File: config.mk
export PLATFORM = sky130hd
export DESIGN_NAME = ccr_regs
export DESIGN_NICKNAME = d
export VERILOG_FILES = /design/src/core/ccr_pkg.sv /design/src/core/ccr_debounce.sv /design/src/core/ccr_regs.sv
export VERILOG_INCLUDE_DIRS = /design/src /design/src/core
export SDC_FILE = /design/constraint.sdc
export NUM_CORES = 1
export LEC_CHECK = 0
export ABC_CLOCK_PERIOD_IN_PS = 4500
export BUFFER_PORTS_ARGS = -buffer_cell sky130_fd_sc_hd__buf_2
export CAP_MARGIN = 10
export CELL_PAD_IN_SITES_DETAIL_PLACEMENT = 1
export CELL_PAD_IN_SITES_GLOBAL_PLACEMENT = 1
export CORE_UTILIZATION = 30
export DETAILED_ROUTE_END_ITERATION = 10
export PLACE_DENSITY_LB_ADDON = 0.1
export SKIP_CTS_REPAIR_TIMING = 1
export SLEW_MARGIN = 0
export SYNTH_ARGS = -nofsm -noshare
export SYNTH_HDL_FRONTEND = slang
export SYNTH_SLANG_ARGS = --single-unit
File: constraint.sdc
create_clock -name clk -period 4.5 [get_ports clk]
set_input_delay 0.225 -clock clk [delete_from_list [all_inputs] [get_ports clk]]
set_output_delay 0.225 -clock clk [all_outputs]
set_load 0.005 [all_outputs]
File: src/core/ccr_defs.svh
`ifndef CCR_DEFS_SVH
`define CCR_DEFS_SVH

// Command codes of the words held here
`define CCR_CMD_PRIMARY    8'h39
`define CCR_CMD_SECONDARY  8'h3C
`define CCR_CMD_TERTIARY   8'h3D
`define CCR_CMD_AC_THR     8'h47
`define CCR_CMD_DC_THR     8'h48

// Reset values
`define CCR_PRIMARY_RST    8'h00
`define CCR_SECONDARY_RST  16'h0000
`define CCR_TERTIARY_RST   16'h0000
`define CCR_AC_THR_RST     16'h0C00
`define CCR_DC_THR_RST     16'h1000

// Writable bits of the threshold words
`define CCR_AC_THR_MASK    16'h1F80
`define CCR_DC_THR_MASK    16'h3F00

// Field positions
`define CCR_WD_DIS_BIT     7
`define CCR_HSF_LSB        5
`define CCR_LPT_LSB        3
`define CCR_DEB_LSB        9
`define CCR_HOLD_LSB       6

// Short-detect thresholds in mV, per code
`define CCR_HSF_0_MV       10'h190
`define CCR_HSF_1_MV       10'h1F4
`define CCR_HSF_2_MV       10'h258
`define CCR_HSF_3_MV       10'h320

// Low-power discharge thresholds in mA, per code
`define CCR_LPT_0_MA       16'h2EE0
`define CCR_LPT_1_MA       16'h2710
`define CCR_LPT_2_MA       16'h1F40
`define CCR_LPT_3_MA       16'h1770

// Timing
`define CCR_CLK_HZ         10000000
`define CCR_WD_TIMEOUT_S   175
`define CCR_LSV_DEB_US     10
`define CCR_DEB_0_US       1
`define CCR_DEB_1_US       5
`define CCR_DEB_2_US       10
`define CCR_DEB_3_US       40
`define CCR_HOLD_STEP_US   1000
// Whole-MHz clock only; keeps long times clear of 32-bit overflow
`define CCR_US_TO_CYC(t)   ((t) * (`CCR_CLK_HZ / 1000000))

`endif

File: src/core/ccr_pkg.sv
`default_nettype none

package ccr_pkg;

  // Alert state, one-hot
  typedef enum logic [1:0] {
    CCR_IDLE = 2'b01,
    CCR_HOLD = 2'b10
  } ccr_state_t;

  // Decoded write-word transfer
  typedef struct packed {
    logic        valid;
    logic [7:0]  cmd;
    logic [15:0] data;
  } ccr_wr_t;

  // Live conditions from the power stage
  typedef struct packed {
    logic        adapter_present;
    logic        power_monitor_en;
    logic        low_power_mode;
    logic        low_sys_voltage;
    logic [15:0] adapter_ma;
    logic [15:0] battery_ma;
  } ccr_sense_t;

  // Settings handed to the power stage
  typedef struct packed {
    logic [9:0]  hs_short_mv;
    logic [15:0] ac_thr_ma;
    logic [15:0] dc_thr_ma;
    logic [15:0] secondary_word;
  } ccr_cfg_t;

endpackage

`default_nettype wire

File: src/core/ccr_debounce.sv
`default_nettype none

// Qualifies a level once it has stayed high for delay cycles
module ccr_debounce (
  // Clock and reset
  input  wire logic       clk,
  input  wire logic       resetn,
  // Level and delay
  input  wire logic       level,
  input  wire logic [8:0] delay,
  // Qualified level
  output logic            qual
);

  logic [8:0] cnt_reg;
  logic [8:0] cnt_next;
  logic       qual_reg;
  logic       qual_next;

  // Drop at once, rise only after a full quiet-free run
  always_comb begin
    cnt_next  = cnt_reg;
    qual_next = qual_reg;
    if (!resetn || !level) begin
      cnt_next  = 9'h000;
      qual_next = 1'b0;
    end else if (cnt_reg >= delay) begin
      qual_next = 1'b1;
    end else begin
      cnt_next = cnt_reg + 9'h001;
    end
  end

  always_ff @(posedge clk) begin
    cnt_reg  <= cnt_next;
    qual_reg <= qual_next;
  end

  assign qual = qual_reg;

endmodule

`default_nettype wire

File: src/core/ccr_regs.sv
`default_nettype none
`include "ccr_defs.svh"

// Behaviour
// - Tertiary bits 10:9 pick debounce for adapter and battery overcurrent.
// - Low system voltage alert uses a fixed 10 us debounce.
// - Tertiary bits 8:6 pick the minimum alert hold time.
// - Overcurrent asserts alert after debounce, held at least the hold time.
// - Adapter present, watchdog on: 175 s without ceiling write stops charge.
// - A ceiling write after timeout enables charging again.
// - Primary bit 7: 0 enables watchdog (default), 1 disables it.
// - Primary bits 6:5 pick short threshold 400/500/600/800 mV.
// - Primary bits 4:3 set discharge threshold only in low-power mode with power monitor off.
module ccr_regs #(
  parameter logic [7:0]  VOLT_CEIL_CMD  = 8'h10,
  parameter logic [7:0]  CURR_CEIL_CMD  = 8'h11,
  parameter logic [30:0] WD_TIMEOUT_CYC =
    31'(`CCR_WD_TIMEOUT_S * `CCR_CLK_HZ),
  parameter logic [16:0] HOLD_STEP_CYC  =
    17'(`CCR_US_TO_CYC(`CCR_HOLD_STEP_US))
) (
  // Clock and reset
  input  wire logic                clk,
  input  wire logic                resetn,
  // Write-word transfers and read-back
  input  wire ccr_pkg::ccr_wr_t    wr,
  input  wire logic [7:0]          rd_cmd,
  output logic [15:0]              rd_data,
  // Power stage
  input  wire ccr_pkg::ccr_sense_t sense,
  output ccr_pkg::ccr_cfg_t        cfg,
  output logic                     charge_en,
  output logic                     wd_expired,
  // Open-drain throttle alert, active low
  input  wire logic                alert_n_in,
  output logic                     alert_n_out,
  output logic                     alert_oe
);

  localparam logic [8:0] LSV_DEB = 9'(`CCR_US_TO_CYC(`CCR_LSV_DEB_US));
  localparam logic [8:0] DEB_0   = 9'(`CCR_US_TO_CYC(`CCR_DEB_0_US));
  localparam logic [8:0] DEB_1   = 9'(`CCR_US_TO_CYC(`CCR_DEB_1_US));
  localparam logic [8:0] DEB_2   = 9'(`CCR_US_TO_CYC(`CCR_DEB_2_US));
  localparam logic [8:0] DEB_3   = 9'(`CCR_US_TO_CYC(`CCR_DEB_3_US));

  logic [7:0]          primary_reg,   primary_next;
  logic [15:0]         secondary_reg, secondary_next;
  logic [15:0]         tertiary_reg,  tertiary_next;
  logic [15:0]         ac_thr_reg,    ac_thr_next;
  logic [15:0]         dc_thr_reg,    dc_thr_next;
  logic [15:0]         rd_data_reg,   rd_data_next;
  ccr_pkg::ccr_cfg_t   cfg_reg,       cfg_next;
  logic [30:0]         wd_cnt_reg,    wd_cnt_next;
  logic                expired_reg,   expired_next;
  logic                charge_reg,    charge_next;
  ccr_pkg::ccr_state_t state_reg,     state_next;
  logic [16:0]         hold_cnt_reg,  hold_cnt_next;
  logic                alert_reg,     alert_next;
  logic                ceiling_wr;
  logic                wd_armed;
  logic [8:0]          oc_delay;
  logic [16:0]         hold_target;
  logic [15:0]         dc_thr_sel;
  logic                ac_over;
  logic                dc_over;
  logic                ac_qual;
  logic                dc_qual;
  logic                lsv_qual;
  logic                any_cause;

  ////////////////////////////////////////////////////////////////////////////
  // Register file

  // Command decode; unknown commands are ignored
  always_comb begin
    primary_next   = primary_reg;
    secondary_next = secondary_reg;
    tertiary_next  = tertiary_reg;
    ac_thr_next    = ac_thr_reg;
    dc_thr_next    = dc_thr_reg;
    if (!resetn) begin
      primary_next   = `CCR_PRIMARY_RST;
      secondary_next = `CCR_SECONDARY_RST;
      tertiary_next  = `CCR_TERTIARY_RST;
      ac_thr_next    = `CCR_AC_THR_RST;
      dc_thr_next    = `CCR_DC_THR_RST;
    end else if (wr.valid) begin
      if (wr.cmd == `CCR_CMD_PRIMARY) begin
        primary_next = wr.data[7:0];
      end else if (wr.cmd == `CCR_CMD_SECONDARY) begin
        secondary_next = wr.data;
      end else if (wr.cmd == `CCR_CMD_TERTIARY) begin
        tertiary_next = wr.data;
      end else if (wr.cmd == `CCR_CMD_AC_THR) begin
        ac_thr_next = wr.data & `CCR_AC_THR_MASK;
      end else if (wr.cmd == `CCR_CMD_DC_THR) begin
        dc_thr_next = wr.data & `CCR_DC_THR_MASK;
      end
    end
  end

  // Read-back answers one cycle after the command; unmapped reads zero
  always_comb begin
    rd_data_next = 16'h0000;
    if (!resetn) begin
      rd_data_next = 16'h0000;
    end else if (rd_cmd == `CCR_CMD_PRIMARY) begin
      rd_data_next = {8'h00, primary_reg};
    end else if (rd_cmd == `CCR_CMD_SECONDARY) begin
      rd_data_next = secondary_reg;
    end else if (rd_cmd == `CCR_CMD_TERTIARY) begin
      rd_data_next = tertiary_reg;
    end else if (rd_cmd == `CCR_CMD_AC_THR) begin
      rd_data_next = ac_thr_reg;
    end else if (rd_cmd == `CCR_CMD_DC_THR) begin
      rd_data_next = dc_thr_reg;
    end
  end

  always_ff @(posedge clk) begin
    primary_reg   <= primary_next;
    secondary_reg <= secondary_next;
    tertiary_reg  <= tertiary_next;
    ac_thr_reg    <= ac_thr_next;
    dc_thr_reg    <= dc_thr_next;
    rd_data_reg   <= rd_data_next;
  end

  ////////////////////////////////////////////////////////////////////////////
  // Settings for the power stage

  // Discharge threshold source; the 0x48 word also covers adapter mode
  always_comb begin
    dc_thr_sel = dc_thr_reg;
    if (sense.power_monitor_en) begin
      dc_thr_sel = dc_thr_reg;
    end else if (sense.low_power_mode) begin
      case (primary_reg[`CCR_LPT_LSB +: 2])
        2'b00:   dc_thr_sel = `CCR_LPT_0_MA;
        2'b01:   dc_thr_sel = `CCR_LPT_1_MA;
        2'b10:   dc_thr_sel = `CCR_LPT_2_MA;
        default: dc_thr_sel = `CCR_LPT_3_MA;
      endcase
    end
  end

  // Registered so the outputs never glitch on a decode change
  always_comb begin
    cfg_next                = cfg_reg;
    cfg_next.ac_thr_ma      = ac_thr_reg;
    cfg_next.dc_thr_ma      = dc_thr_sel;
    cfg_next.secondary_word = secondary_reg;
    case (primary_reg[`CCR_HSF_LSB +: 2])
      2'b00:   cfg_next.hs_short_mv = `CCR_HSF_0_MV;
      2'b01:   cfg_next.hs_short_mv = `CCR_HSF_1_MV;
      2'b10:   cfg_next.hs_short_mv = `CCR_HSF_2_MV;
      default: cfg_next.hs_short_mv = `CCR_HSF_3_MV;
    endcase
    if (!resetn) begin
      cfg_next.hs_short_mv    = `CCR_HSF_0_MV;
      cfg_next.ac_thr_ma      = `CCR_AC_THR_RST;
      cfg_next.dc_thr_ma      = `CCR_DC_THR_RST;
      cfg_next.secondary_word = `CCR_SECONDARY_RST;
    end
  end

  always_ff @(posedge clk) begin
    cfg_reg <= cfg_next;
  end

  ////////////////////////////////////////////////////////////////////////////
  // Host-activity watchdog

  assign ceiling_wr = wr.valid &&
                      (wr.cmd == VOLT_CEIL_CMD || wr.cmd == CURR_CEIL_CMD);
  assign wd_armed   = sense.adapter_present &&
                      !primary_reg[`CCR_WD_DIS_BIT];

  // A ceiling write restarts the count, so it cannot race a timeout
  always_comb begin
    wd_cnt_next  = wd_cnt_reg;
    expired_next = expired_reg;
    if (!resetn) begin
      wd_cnt_next  = 31'h00000000;
      expired_next = 1'b0;
    end else if (ceiling_wr) begin
      wd_cnt_next  = 31'h00000000;
      expired_next = 1'b0;
    end else if (!wd_armed) begin
      wd_cnt_next = 31'h00000000;
    end else if (!expired_reg) begin
      if (wd_cnt_reg == WD_TIMEOUT_CYC - 31'h00000001) begin
        wd_cnt_next  = 31'h00000000;
        expired_next = 1'b1;
      end else begin
        wd_cnt_next = wd_cnt_reg + 31'h00000001;
      end
    end
    charge_next = !expired_next;
  end

  always_ff @(posedge clk) begin
    wd_cnt_reg  <= wd_cnt_next;
    expired_reg <= expired_next;
    charge_reg  <= charge_next;
  end

  ////////////////////////////////////////////////////////////////////////////
  // Throttle alert

  // Overcurrent delay chosen by the host; low voltage delay is fixed
  always_comb begin
    case (tertiary_reg[`CCR_DEB_LSB +: 2])
      2'b00:   oc_delay = DEB_0;
      2'b01:   oc_delay = DEB_1;
      2'b10:   oc_delay = DEB_2;
      default: oc_delay = DEB_3;
    endcase
  end

  assign ac_over = sense.adapter_ma > ac_thr_reg;
  assign dc_over = sense.battery_ma > dc_thr_sel;

  ccr_debounce u_ac_deb (
    .clk    (clk),
    .resetn (resetn),
    .level  (ac_over),
    .delay  (oc_delay),
    .qual   (ac_qual)
  );

  ccr_debounce u_dc_deb (
    .clk    (clk),
    .resetn (resetn),
    .level  (dc_over),
    .delay  (oc_delay),
    .qual   (dc_qual)
  );

  ccr_debounce u_lsv_deb (
    .clk    (clk),
    .resetn (resetn),
    .level  (sense.low_sys_voltage),
    .delay  (LSV_DEB),
    .qual   (lsv_qual)
  );

  assign any_cause   = ac_qual || dc_qual || lsv_qual;
  // Code n holds for n+1 steps, so code 0 still gives a visible pulse
  assign hold_target = 17'(({14'h0000, tertiary_reg[`CCR_HOLD_LSB +: 3]}
                       + 17'h00001) * HOLD_STEP_CYC);

  // Latch on any cause, release only after hold time and no cause
  always_comb begin
    state_next    = state_reg;
    hold_cnt_next = hold_cnt_reg;
    alert_next    = alert_reg;
    if (!resetn) begin
      state_next    = ccr_pkg::CCR_IDLE;
      hold_cnt_next = 17'h00000;
      alert_next    = 1'b0;
    end else begin
      case (state_reg)
        ccr_pkg::CCR_IDLE: begin
          if (any_cause) begin
            state_next    = ccr_pkg::CCR_HOLD;
            hold_cnt_next = 17'h00001;
            alert_next    = 1'b1;
          end
        end
        ccr_pkg::CCR_HOLD: begin
          if (hold_cnt_reg < hold_target) begin
            hold_cnt_next = hold_cnt_reg + 17'h00001;
          end else if (!any_cause) begin
            state_next = ccr_pkg::CCR_IDLE;
            alert_next = 1'b0;
          end
        end
        default: begin
          state_next    = ccr_pkg::CCR_IDLE;
          hold_cnt_next = 17'h00000;
          alert_next    = 1'b0;
        end
      endcase
    end
  end

  always_ff @(posedge clk) begin
    state_reg    <= state_next;
    hold_cnt_reg <= hold_cnt_next;
    alert_reg    <= alert_next;
  end

  ////////////////////////////////////////////////////////////////////////////
  // Outputs

  assign rd_data     = rd_data_reg;
  assign cfg         = cfg_reg;
  assign charge_en   = charge_reg;
  assign wd_expired  = expired_reg;
  assign alert_n_out = 1'b0; // Open drain only ever pulls low
  assign alert_oe    = alert_reg;

endmodule

`default_nettype wire

# ---- Yosys cells after proc, flatten, opt, wreduce, memory -nomap -nowiden
# Index checks and enable logic that the tools add are counted.
# Widths: inputs -> output; s select.
dict set report word_totals {
  reg_bits 199
  elab_cells 120
}
dict set report classes {
  add_sub_neg 6
  n_mul 1
  magnitude_cmp 6
  n_eq_ne 25
  muxes 27
  bitwise_logic 6
  n_reduce_logical 26
}
# op count
set op_table {}
lappend op_table {{$mux 14} 4}
lappend op_table {{$eq 8x6->1 const B} 6}
lappend op_table {{$pmux 14 s3} 1}
lappend op_table {{$mux 17} 2}
lappend op_table {{$pmux 17 s2} 1}
lappend op_table {{$eq 8x7->1 const B} 4}
lappend op_table {{$mux 16} 2}
lappend op_table {{$add 31x1->31 const B} 1}
lappend op_table {{$eq 31x31->1 const B} 1}
lappend op_table {{$mux 31} 1}
lappend op_table {{$pmux 10 s3} 1}
lappend op_table {{$add 9x1->9 const B} 3}
lappend op_table {{$pmux 9 s3} 1}
lappend op_table {{$ge 9x9->1} 2}
lappend op_table {{$add 17x1->17 const B} 1}
lappend op_table {{$lt 17x17->1} 1}
lappend op_table {{$eq 8x5->1 const B} 2}
lappend op_table {{$gt 16x13->1} 1}
lappend op_table {{$gt 16x16->1} 1}
lappend op_table {{$mul 4x10->13 const B} 1}
lappend op_table {{$ge 9x7->1 const B} 1}
lappend op_table {{$eq 2x1->1 const B} 4}
lappend op_table {{$eq 2x2->1 const B} 4}
lappend op_table {{$mux 1} 8}
lappend op_table {{other kinds (18)} 43}

# ---- Logic depth before layout (Yosys ltp)
# Gate-level depths: netlist of run 1.
dict set report logic_depth {
  word_depth 7
  ltp_mapped 23
}

# ---- By module
# A second synthesis of run 1 with hierarchy kept.
dict set report unflattened {
  cells_unflattened 1102
  area_unflattened_um2 9550.4
}
# module instances cells_per_inst area_per_inst_um2
set modules_own_cells {}
lappend modules_own_cells {ccr_regs 1 868 7598.5}
lappend modules_own_cells {ccr_debounce 3 78 650.6}

# ---- Worst setup path after synthesis of run 1
# OpenSTA, ideal clock, no wires.
dict set report synth_path {
  path_kind {reg-to-reg}
  start {register tertiary_reg[6]}
  end {register hold_cnt_reg[8]}
  arrival_time_ns 4.553
  required_ns 4.384
  path_slack_ns -0.168
  stages_incl_launch_ff 23
  synth_period_minus_slack_ns 4.668
  cell_sequence {dfxtp_1 -> buf_6 -> inv_1 -> ha_1 -> clkbuf_1 -> inv_1 -> ha_1 -> o21bai_1 -> ha_1 -> ha_1 -> a221oi_1 -> nor2b_1 -> nor3_1 -> a211o_1 -> nand2_1 -> xnor2_1 -> ha_1 -> o21ai_0 -> nor2_1 -> or3_1 -> o21a_1 -> o311a_1 -> a31o_1}
}
dict set report synth_via {
  elab_chain_cells 5
}
# element line_no
set synth_rtl {}
lappend synth_rtl {{start, declared} ccr_regs.sv:48} ;# logic [15:0] tertiary_reg, tertiary_next;
lappend synth_rtl {{start signal, assigned} ccr_regs.sv:123} ;# tertiary_reg <= tertiary_next;
lappend synth_rtl {{$add 3x1->4} ccr_regs.sv:250} ;# assign hold_target = 17'(({14'h0000, tertiary_reg[`CCR_HOLD_LSB +: 3]}
lappend synth_rtl {{$mul 4x10->13} ccr_regs.sv:250}
lappend synth_rtl {{$lt 17x17->1} ccr_regs.sv:272} ;# if (hold_cnt_reg < hold_target) begin
lappend synth_rtl {{$ne 2x2->1 (no source line)} -}
lappend synth_rtl {{$reduce_and 2->1 (no source line)} -}
lappend synth_rtl {{end signal, assigned} ccr_regs.sv:290} ;# hold_cnt_reg <= hold_cnt_next;
lappend synth_rtl {{end, declared} ccr_regs.sv:57} ;# logic [16:0] hold_cnt_reg, hold_cnt_next;
# Every way passes these cells.
# A chain may end at the register's enable or synchronous reset.

# ---- Worst setup path after layout of run 1
# Same ends and word-level chain as after synthesis.

==> results of run 1 <==
==> per-layer routing <==
layer	track usage	up-vias
met3	0.0333	25
li1	-	3931
met1	0.229	3729
met2	0.276	116
met4	0.0519	2
met5	0	-
==> area by class of cell <==
cell class / count / area, um^2 / share of cell area
clock buffer: 18 / 439 / 0.0391
sequential: 190 / 3810 / 0.339
tap: 396 / 495 / 0.0441
timing repair buffer: 155 / 852 / 0.0758
antenna: 2 / 5.00 / 0.000445
multi-input combinational: 796 / 5300 / 0.471
inverter: 47 / 176 / 0.0157
clock inverter: 14 / 168 / 0.0149
==> worst max-delay path, cell delays in order, from the launching register on <==
cell      delay [ns]
dfxtp_2         0.34
ha_4            0.17
xnor2_2         0.14
ha_1            0.30
inv_2           0.05
ha_4            0.14
o21bai_1        0.14
ha_1            0.33
ha_4            0.24
a221oi_4        0.29
nor2b_1         0.09
nor3_2          0.20
a211o_1         0.15
nand2_1         0.06
xnor2_1         0.13
ha_1            0.32
o21ai_2         0.16
nor2_2          0.07
or3_4           0.40
o21a_1          0.19
o311a_1         0.33
a31o_1          0.18
==> per-stage QoR <==
step / TNS (ns) / cell area (um^2) / utilization
6_report: -0.000306 / 11200 / 0.366
5_1_grt: -3.74 / 11200 / 0.366
4_1_cts: -1.87 / 11000 / 0.359
3_5_place_dp: -1.43 / 10400 / 0.340
3_3_place_gp: -0.596 / 10400 / 0.340
2_1_floorplan: 0 / 9440 / -
==> logic make-up after synthesis <==
group,after synthesis,synth area share
flops,190,0.406
mux,26,0.0282
compound gates,164,0.114
other cells,1,0.000401
xor+xnor,54,0.0505
fa+ha+maj,79,0.106
simple gates,454,0.244
buf+inv,101,0.0509
==> Yosys cell counts (21+ instances only) <==
library cell	instances
ha_1	79
inv_1	47
a21oi_1	61
xor2_1	22
nand2_1	140
nand4_1	21
clkbuf_1	23
mux2i_1	23
o21ai_0	34
dfxtp_1	190
nor2_1	140
nand3_1	32
xnor2_1	32
==> where the power goes <==
part	switching [mW]	total (mW)	internal [mW]
Sequential	0.0223	1.72	1.70
Combinational	0.138	0.228	0.0891
Clock	0.741	1.59	0.854
Total	0.902	3.54	2.64
==> worst paths after layout <==
kind | to | cells past startpoint | slack [ns]
hold / removal | secondary_reg[15] | 3 | 0.01
hold reg to reg | tertiary_reg[3] | 2 | 0.46
setup reg to reg | hold_cnt_reg[8] | 21 | -0.0003
setup / recovery | hold_cnt_reg[8] | 21 | -0.0003
==> qor.yml, run 1 <==
syn_area_per_cell_um2: 8.76
post_drt_wl_per_cell_um: 16.3
area_growth_pct: 20.0
drtIter0Drc: 341
setup_viol: 1
layout_commonest_cell: "dfxtp_1"
power_mw: 3.54
num_vias: 7803
layout_common_cells: "188 x dfxtp_1, 140 x nand2_1, 139 x nor2_1, 129 x buf_2, 76 x ha_1"
antenna_found_initial: 3
wirelength_um: 26400
numClockSinks: 190
violations: "setup timing"
grt_pass1_wl_um: 41900
top_layer_used: "met5"
gp_congestion: 0.774
final_hold_viol_count: 0
ys_types: 75
max_freq_ghz: 0.222
finalClockSkew_ns: 0.0150
hp-class: "in2reg"
die_h_um: 179
root_buffer: "clkbuf_16"
met1_length_um: 12800
yosysTopAreaCell: "dfxtp_1"
drive_gt1_frac: 0.199
grt_max_degree: 47
finalMaxSlewViolations: 0
drc: 0
clk_latency_ns: 0.46
grt_pass1_vias: 7588
route.met2.wl_um: 12300
hpwl_um: 19300
whs_ns: 0.0147
cts_max_level: 4
critPathLaunch: "tertiary_reg[6]"
r2r-start: "tertiary_reg[6]"
path_clk_slew_ns: 0.08
die_area_mm2: 0.0319
die_w_um: 179
finalCritPeriodShare: 1.00
layoutNonFillerInstCount: 1618
nets: 1358
largest_reg_flops: 40
dp_cells: 1577
worst_slew_pin_slew_ns: 1.04
fillers: 3607
globalRouteTotalUtil: 0.171
synthTopCellsByArea: "dfxtp_1 41%, ha_1 11%, nand2_1 5.6%"
required_ns: 4.85
viasPerCell: 4.82
rsz0062_at_grt: "yes"
crit_type: "reg2reg"
postRouteAntennaNets: 0
overflow: 0
start_util: 0.305
status: "finished, violations left"
synth-edff-count: 0
synth_flop_cell: "dfxtp_1"
rows: 64
cts_tree: "done"
yosysWarningCount: 0
syn_inst: 1069
met3_wirelength_um: 952
port_buffers: 129
worst_setup_path_start_kind: "flip-flop"
setup_ws_ns: -0.000306
ys_ff_latch: 190
synthesis.area_mm2: 0.00936
leakage_nw: 4.69
hp-start: "wr[15]"
dp_slack_ns: -0.129
core_area_mm2: 0.0307
cp.arrival_ns: 4.85
drv_cap: 0
slew_headroom: 0.307
synth_top_area_frac: 0.406
synth_seq_area_share: 0.406
end_kind: "flip-flop"
crit_fanout: 2
power_per_cell_area_mw_per_mm2: 315
async_flop_share: 0
finalCriticalPeriod_ns: 4.50
numCtsBuffers: 17
num_io_pins: 150
dr.pass1.iters: 6
clockBufferDepth: 2
ir_worst_vdd_v: 0.000248
Power figures use the tool's default switching activity.
==> run 2: changes to the inputs <==
ABC_CLOCK_PERIOD_IN_PS = 5700   (was 4500)
SETUP_SLACK_MARGIN = 0.02   (was default)
clock period = 5.7 ns   (was 4.5 ns; I/O delays follow)
==> qor.yml, run 2 (same netlist as run 1, synthesis figures left out) <==
status: "completed"
die_area_mm2: 0.0319  # unchanged
finish.utilization: 0.355  # -0.0115
swShare: 0.255  # about the same
leakage_nw: 4.57  # -2.5%
finalClockSkew_ns: 0.0152  # +0.000142 ns
postRouteAntennaNets: 0  # unchanged
required_ns: 6.02  # +1.17 ns
rows: 64  # unchanged
post_drt_wl_per_cell_um: 16.4  # +0.29%
hpwl_um: 19200  # -0.42%
hp-class: "in2reg"
max_freq_ghz: 0.196  # -12%
numCtsBuffers: 17  # unchanged
grt_max_degree: 45  # -4.3%
drive_gt1_frac: 0.163  # -0.0363
clk_latency_ns: 0.45  # about the same
finalMaxSlewViolations: 0  # unchanged
end_kind: "flip-flop"
num_vias: 7656  # -1.9%
drtIter0Drc: 341  # unchanged
clockBufferDepth: 2  # unchanged
gp_congestion: 0.743  # -3.9%
viasPerCell: 4.80  # -0.41%
globalRouteTotalUtil: 0.170  # -0.00128
whs_ns: 0.0759  # +0.0613 ns
switchingPower_mw: 0.699  # -23%
drc: 0  # unchanged
combPwrFrac: 0.062  # -0.002
worst_slew_pin_slew_ns: 1.05  # +0.0128 ns
slew_headroom: 0.300  # -0.00646
dr.pass1.iters: 4  # -2
die_h_um: 179  # unchanged
worst_setup_path_start_kind: "flip-flop"
port_buffers: 129  # unchanged
core_area_mm2: 0.0307  # unchanged
start_util: 0.305  # unchanged
setup_ws_ns: 0.591  # +0.591 ns
layout_common_cells: "189 x dfxtp_1, 140 x nor2_1, 140 x nand2_1, 129 x buf_2, 79 x ha_1"
cts_tree: "done"
internal_power_mw: 2.04  # -23%
pwr-share-seq: 0.495  # +0.009
crit_fanout: 11  # +9
setup_viol: 0  # -1
dp_slack_ns: 0.333  # +0.463 ns
final_hold_viol_count: 0  # unchanged
pwr-share-clk: 0.443  # -0.007
power_per_cell_area_mw_per_mm2: 252  # -20%
antenna_found_initial: 1  # -2
crit_type: "reg2reg"
die_w_um: 179  # unchanged
overflow: 0  # unchanged
num_io_pins: 150  # unchanged
root_buffer: "clkbuf_16"
wirelength_um: 26100  # -1.2%
nets: 1335  # -1.7%
drv_cap: 0  # unchanged
rsz0062_at_grt: "no"
finalCriticalPeriod_ns: 5.11  # +0.609 ns
largest_reg_flops: 40  # unchanged
area_growth_pct: 16.3
layout_commonest_cell: "dfxtp_1"
grt_pass1_wl_um: 41800  # -0.26%
timing.setup.tns_ns: 0  # +0.000306 ns
path_clk_slew_ns: 0.08  # about the same
grt_pass1_vias: 7833  # +3.2%
cp.arrival_ns: 5.43  # +0.58 ns
finalCritPeriodShare: 0.896  # -0.104
numClockSinks: 190  # unchanged
ir_worst_vdd_v: 0.000216  # -13%
cts_max_level: 4  # unchanged
[run 2: changes by cell type in the layout (fill, tap and decap cells not counted), sizes merged]
cell	delta
bufinv	-1
clkinv	+3
clkinvlp	-2
clkbuf	+2
diode	-1
inv	-2
buf	-23
[run 2: power groups by stage]
stage,logic (mW),registers (mW),clock network (mW)
final,0.169,1.36,1.21
after global routing,0.193,1.36,1.31
after CTS,0.175,1.36,1.26
after detailed placement,0.173,1.39,0
after global placement,0.170,1.39,0
after floorplan,0.111,1.38,0
[run 2: metrics by stage]
stage | power (mW) | cells | instance area [um^2]
6_report | 2.74 | 1594 | 10900
5_1_grt | 2.86 | 1593 | 10900
4_1_cts | 2.79 | 1593 | 10900
3_5_place_dp | 1.56 | 1561 | 10300
3_3_place_gp | 1.56 | 1561 | 10300
2_1_floorplan | 1.50 | 1087 | 9430
[run 2: metal layers]
layer / share of wire / GRT usage
met1: 0.49 / 0.222
met5: 0 / 0
met4: 0.0093 / 0.0413
met3: 0.031 / 0.0348
met2: 0.47 / 0.284
[run 2: final cells by class]
class | count | area [um^2]
fill | 3654 | 19800
multi-input combinational | 796 | 5150
sequential | 190 | 3800
timing repair buffer | 132 | 668
tap | 396 | 495
clock buffer | 20 | 457
inverter | 47 | 176
clock inverter | 12 | 125
antenna | 1 | 2.50
[run 2: path summary, 6_finish.rpt]
check                   from                end  slack [ns]  cells past startpoint
max          tertiary_reg[7]   hold_cnt_reg[10]        0.59                     21
min                   wr[15]  secondary_reg[15]        0.08                      3
min reg2reg  tertiary_reg[3]    tertiary_reg[3]        0.46                      2
max reg2reg  tertiary_reg[7]   hold_cnt_reg[10]        0.59                     21
[run 2: worst max-delay path, stage by stage, from the launching register on]
cell and delay [ns]:
dfxtp_1 0.45, ha_1 0.30, xnor2_1 0.13, ha_1 0.29
inv_1 0.06, ha_1 0.18, o21bai_1 0.15, ha_1 0.29
ha_1 0.33, a221oi_2 0.35, nor2b_1 0.09, nor3_1 0.24
a211o_1 0.17, nand2_1 0.06, xnor2_1 0.13, ha_1 0.29
nand4_1 0.16, a2111o_1 0.41, o21a_4 0.26, nand2_4 0.10
or2_1 0.38, o21ai_0 0.16
==> run 3: changes to the inputs <==
BUFFER_PORTS_ARGS = -buffer_cell sky130_fd_sc_hd__buf_4   (was -buffer_cell sky130_fd_sc_hd__buf_2)
SETUP_SLACK_MARGIN = 0.5   (was 0.02)
TNS_END_PERCENT = 5   (was default)
==> qor.yml, run 3 (same netlist as run 1, synthesis figures left out) <==
layout_common_cells: "188 x dfxtp_1, 140 x nor2_1, 140 x nand2_1, 133 x buf_4, 77 x ha_1"
die_area_mm2: 0.0319  # unchanged
grt_pass1_wl_um: 42100  # +0.66%
cts_tree: "done"
fillers: 3626  # -0.77%
grt_pass1_vias: 7788  # -0.57%
clockBufferDepth: 2  # unchanged
postRouteAntennaNets: 0  # unchanged
finalMaxSlewViolations: 0  # unchanged
die_h_um: 179  # unchanged
finalClockSkew_ns: 0.0161  # +0.000918 ns
r2r-start: "tertiary_reg[6]"
antenna_found_initial: 0  # -1
gp_congestion: 0.748  # +0.66%
final_hold_viol_count: 0  # unchanged
wirelength_um: 26600  # +2.0%
power_mw: 2.80  # +2.2%
final_area_mm2: 0.0113  # +3.6%
reg2reg_depth: 23  # +9.5%
finalCritPeriodShare: 0.861  # -0.0357
worst_setup_path_start_kind: "flip-flop"
crit_type: "reg2reg"
nets: 1336  # +0.075%
cpPeakStageDelay_ns: 0.43  # -0.02 ns
worst_slew_pin_slew_ns: 1.04  # -0.00545 ns
post_dp_cell_area_mm2: 0.0106  # +3.1%
status: "completed"
root_buffer: "clkbuf_16"
ir_worst_vdd_v: 0.000189  # -13%
drc: 0  # unchanged
rsz0062_at_grt: "yes"
overflow: 0  # unchanged
met1_length_um: 12900  # +1.3%
core_area_mm2: 0.0307  # unchanged
dr.pass1.iters: 5  # +1
required_ns: 6.08  # +0.06 ns
hp-class: "in2reg"
route.met2.wl_um: 12600  # +2.3%
path_common_cell: "ha_1"
timing.setup.tns_ns: 0  # unchanged
post_drt_wl_per_cell_um: 16.7  # +2.0%
end_kind: "flip-flop"
crit_fanout: 10  # -1
viasPerCell: 4.84  # +0.84%
finalCriticalPeriod_ns: 4.91  # -0.204 ns
met3_wirelength_um: 828  # +1.8%
cts_max_level: 4  # unchanged
numClockSinks: 190  # unchanged
r2r_slack_ns: 0.79  # +0.20 ns
num_antenna_cells: 0  # -1
die_w_um: 179  # unchanged
register_area_mm2: 0.00381  # about the same
clk_latency_ns: 0.45  # about the same
port_buffers: 129  # unchanged
drive_gt1_frac: 0.170  # +0.00738
grt_max_degree: 67  # +49%
whs_ns: 0.0836  # +0.00773 ns
start_util: 0.305  # unchanged
setup_viol: 0  # unchanged
top_layer_used: "met4"
worst_path_max_delay_cell: "nor3_1"
num_io_pins: 150  # unchanged
largest_reg_flops: 40  # unchanged
max_freq_ghz: 0.204  # +4.2%
critPathLaunch: "tertiary_reg[6]"
num_vias: 7720  # +0.84%
hpwl_um: 19200  # +0.19%
globalRouteTotalUtil: 0.173  # +0.00296
slew_headroom: 0.302  # +0.00155
cp-endpoint: "hold_cnt_reg[2]"
multi_input_area_mm2: 0.00518  # +0.53%
cp.arrival_ns: 5.28  # -0.15 ns
numCtsBuffers: 17  # unchanged
layout_commonest_cell: "dfxtp_1"
rows: 64  # unchanged
area_growth_pct: 20.5
path_clk_slew_ns: 0.08  # about the same
leakage_nw: 4.66  # +2.0%
cp_cell_sequence: "ha_2, xnor2_2, ha_1, inv_1, ha_1, o21bai_1, ha_1, ha_1, a221oi_2, nor2b_1, nor3_2, a211o_1, nand2_1, xnor2_2, ha_1, nand4_1, nor3_1, nor3_4, buf_4, a211oi_4, buf_4, o21ai_0, o21ai_1"
drtIter0Drc: 362  # +6.2%
timing.rr.end: "hold_cnt_reg[2]"
drv_cap: 0  # unchanged
power_per_cell_area_mw_per_mm2: 249  # -1.4%
==> run 3: cell types whose count changed in the layout (fill, tap and decap cells not counted), sizes merged <==
| cell | delta |
|---|---|
| inv | -2 |
| clkinv | +3 |
| clkinvlp | -1 |
| diode | -1 |
| buf | +1 |
==> run 3: worst min-delay path by stage <==
| stage | from | end | cells past startpoint |
|---|---|---|---|
| after floorplan | wr[12] | dc_thr_reg[12] | 2 |
| after global placement | tertiary_reg[5] | tertiary_reg[5] | 2 |
| after detailed placement | tertiary_reg[14] | tertiary_reg[14] | 2 |
| after CTS | wr[12] | dc_thr_reg[12] | 3 |
| after global routing | wr[14] | secondary_reg[14] | 3 |
| final | wr[12] | dc_thr_reg[12] | 3 |
==> run 3: report_power, final <==
part / internal, mW / total (mW) / switching, mW
Combinational: 0.0806 / 0.186 / 0.106
Clock: 0.660 / 1.26 / 0.599
Sequential: 1.34 / 1.36 / 0.0176
Total: 2.08 / 2.80 / 0.722
==> run 3: area by class of cell <==
type,count,area share
well taps,396,0.0439
inverters,47,0.0156
repair buffers,133,0.0885
clock buffers,20,0.0414
flip-flops and latches,190,0.338
multi-input cells,796,0.460
clock inverters,12,0.0133
==> run 3: critical path: cells and delay by family, from the launching register on <==
kind	cells	cell delay (ns)
adder cells (fa/ha/maj)	6	1.61
AO/OA/AOI/OAI	6	1.06
AND/OR/NAND/NOR	6	1.03
buffers and inverters	3	0.41
flip-flops	1	0.39
XOR/XNOR	2	0.31
==> run 3: routing by layer <==
metal,up-vias,GRT usage
met5,-,0
met4,0,0.0463
met3,19,0.0360
met2,116,0.282
met1,3703,0.230
li1,3882,-
==> run 3: per-stage QoR <==
step                      utilization  setup WS, ns  cells
after floorplan                     -          1.03   1087
after CTS                       0.366         0.191   1592
final                           0.368         0.795   1594
after global routing            0.368         0.510   1594
after detailed placement        0.346         0.229   1560
after global placement          0.346         0.387   1560
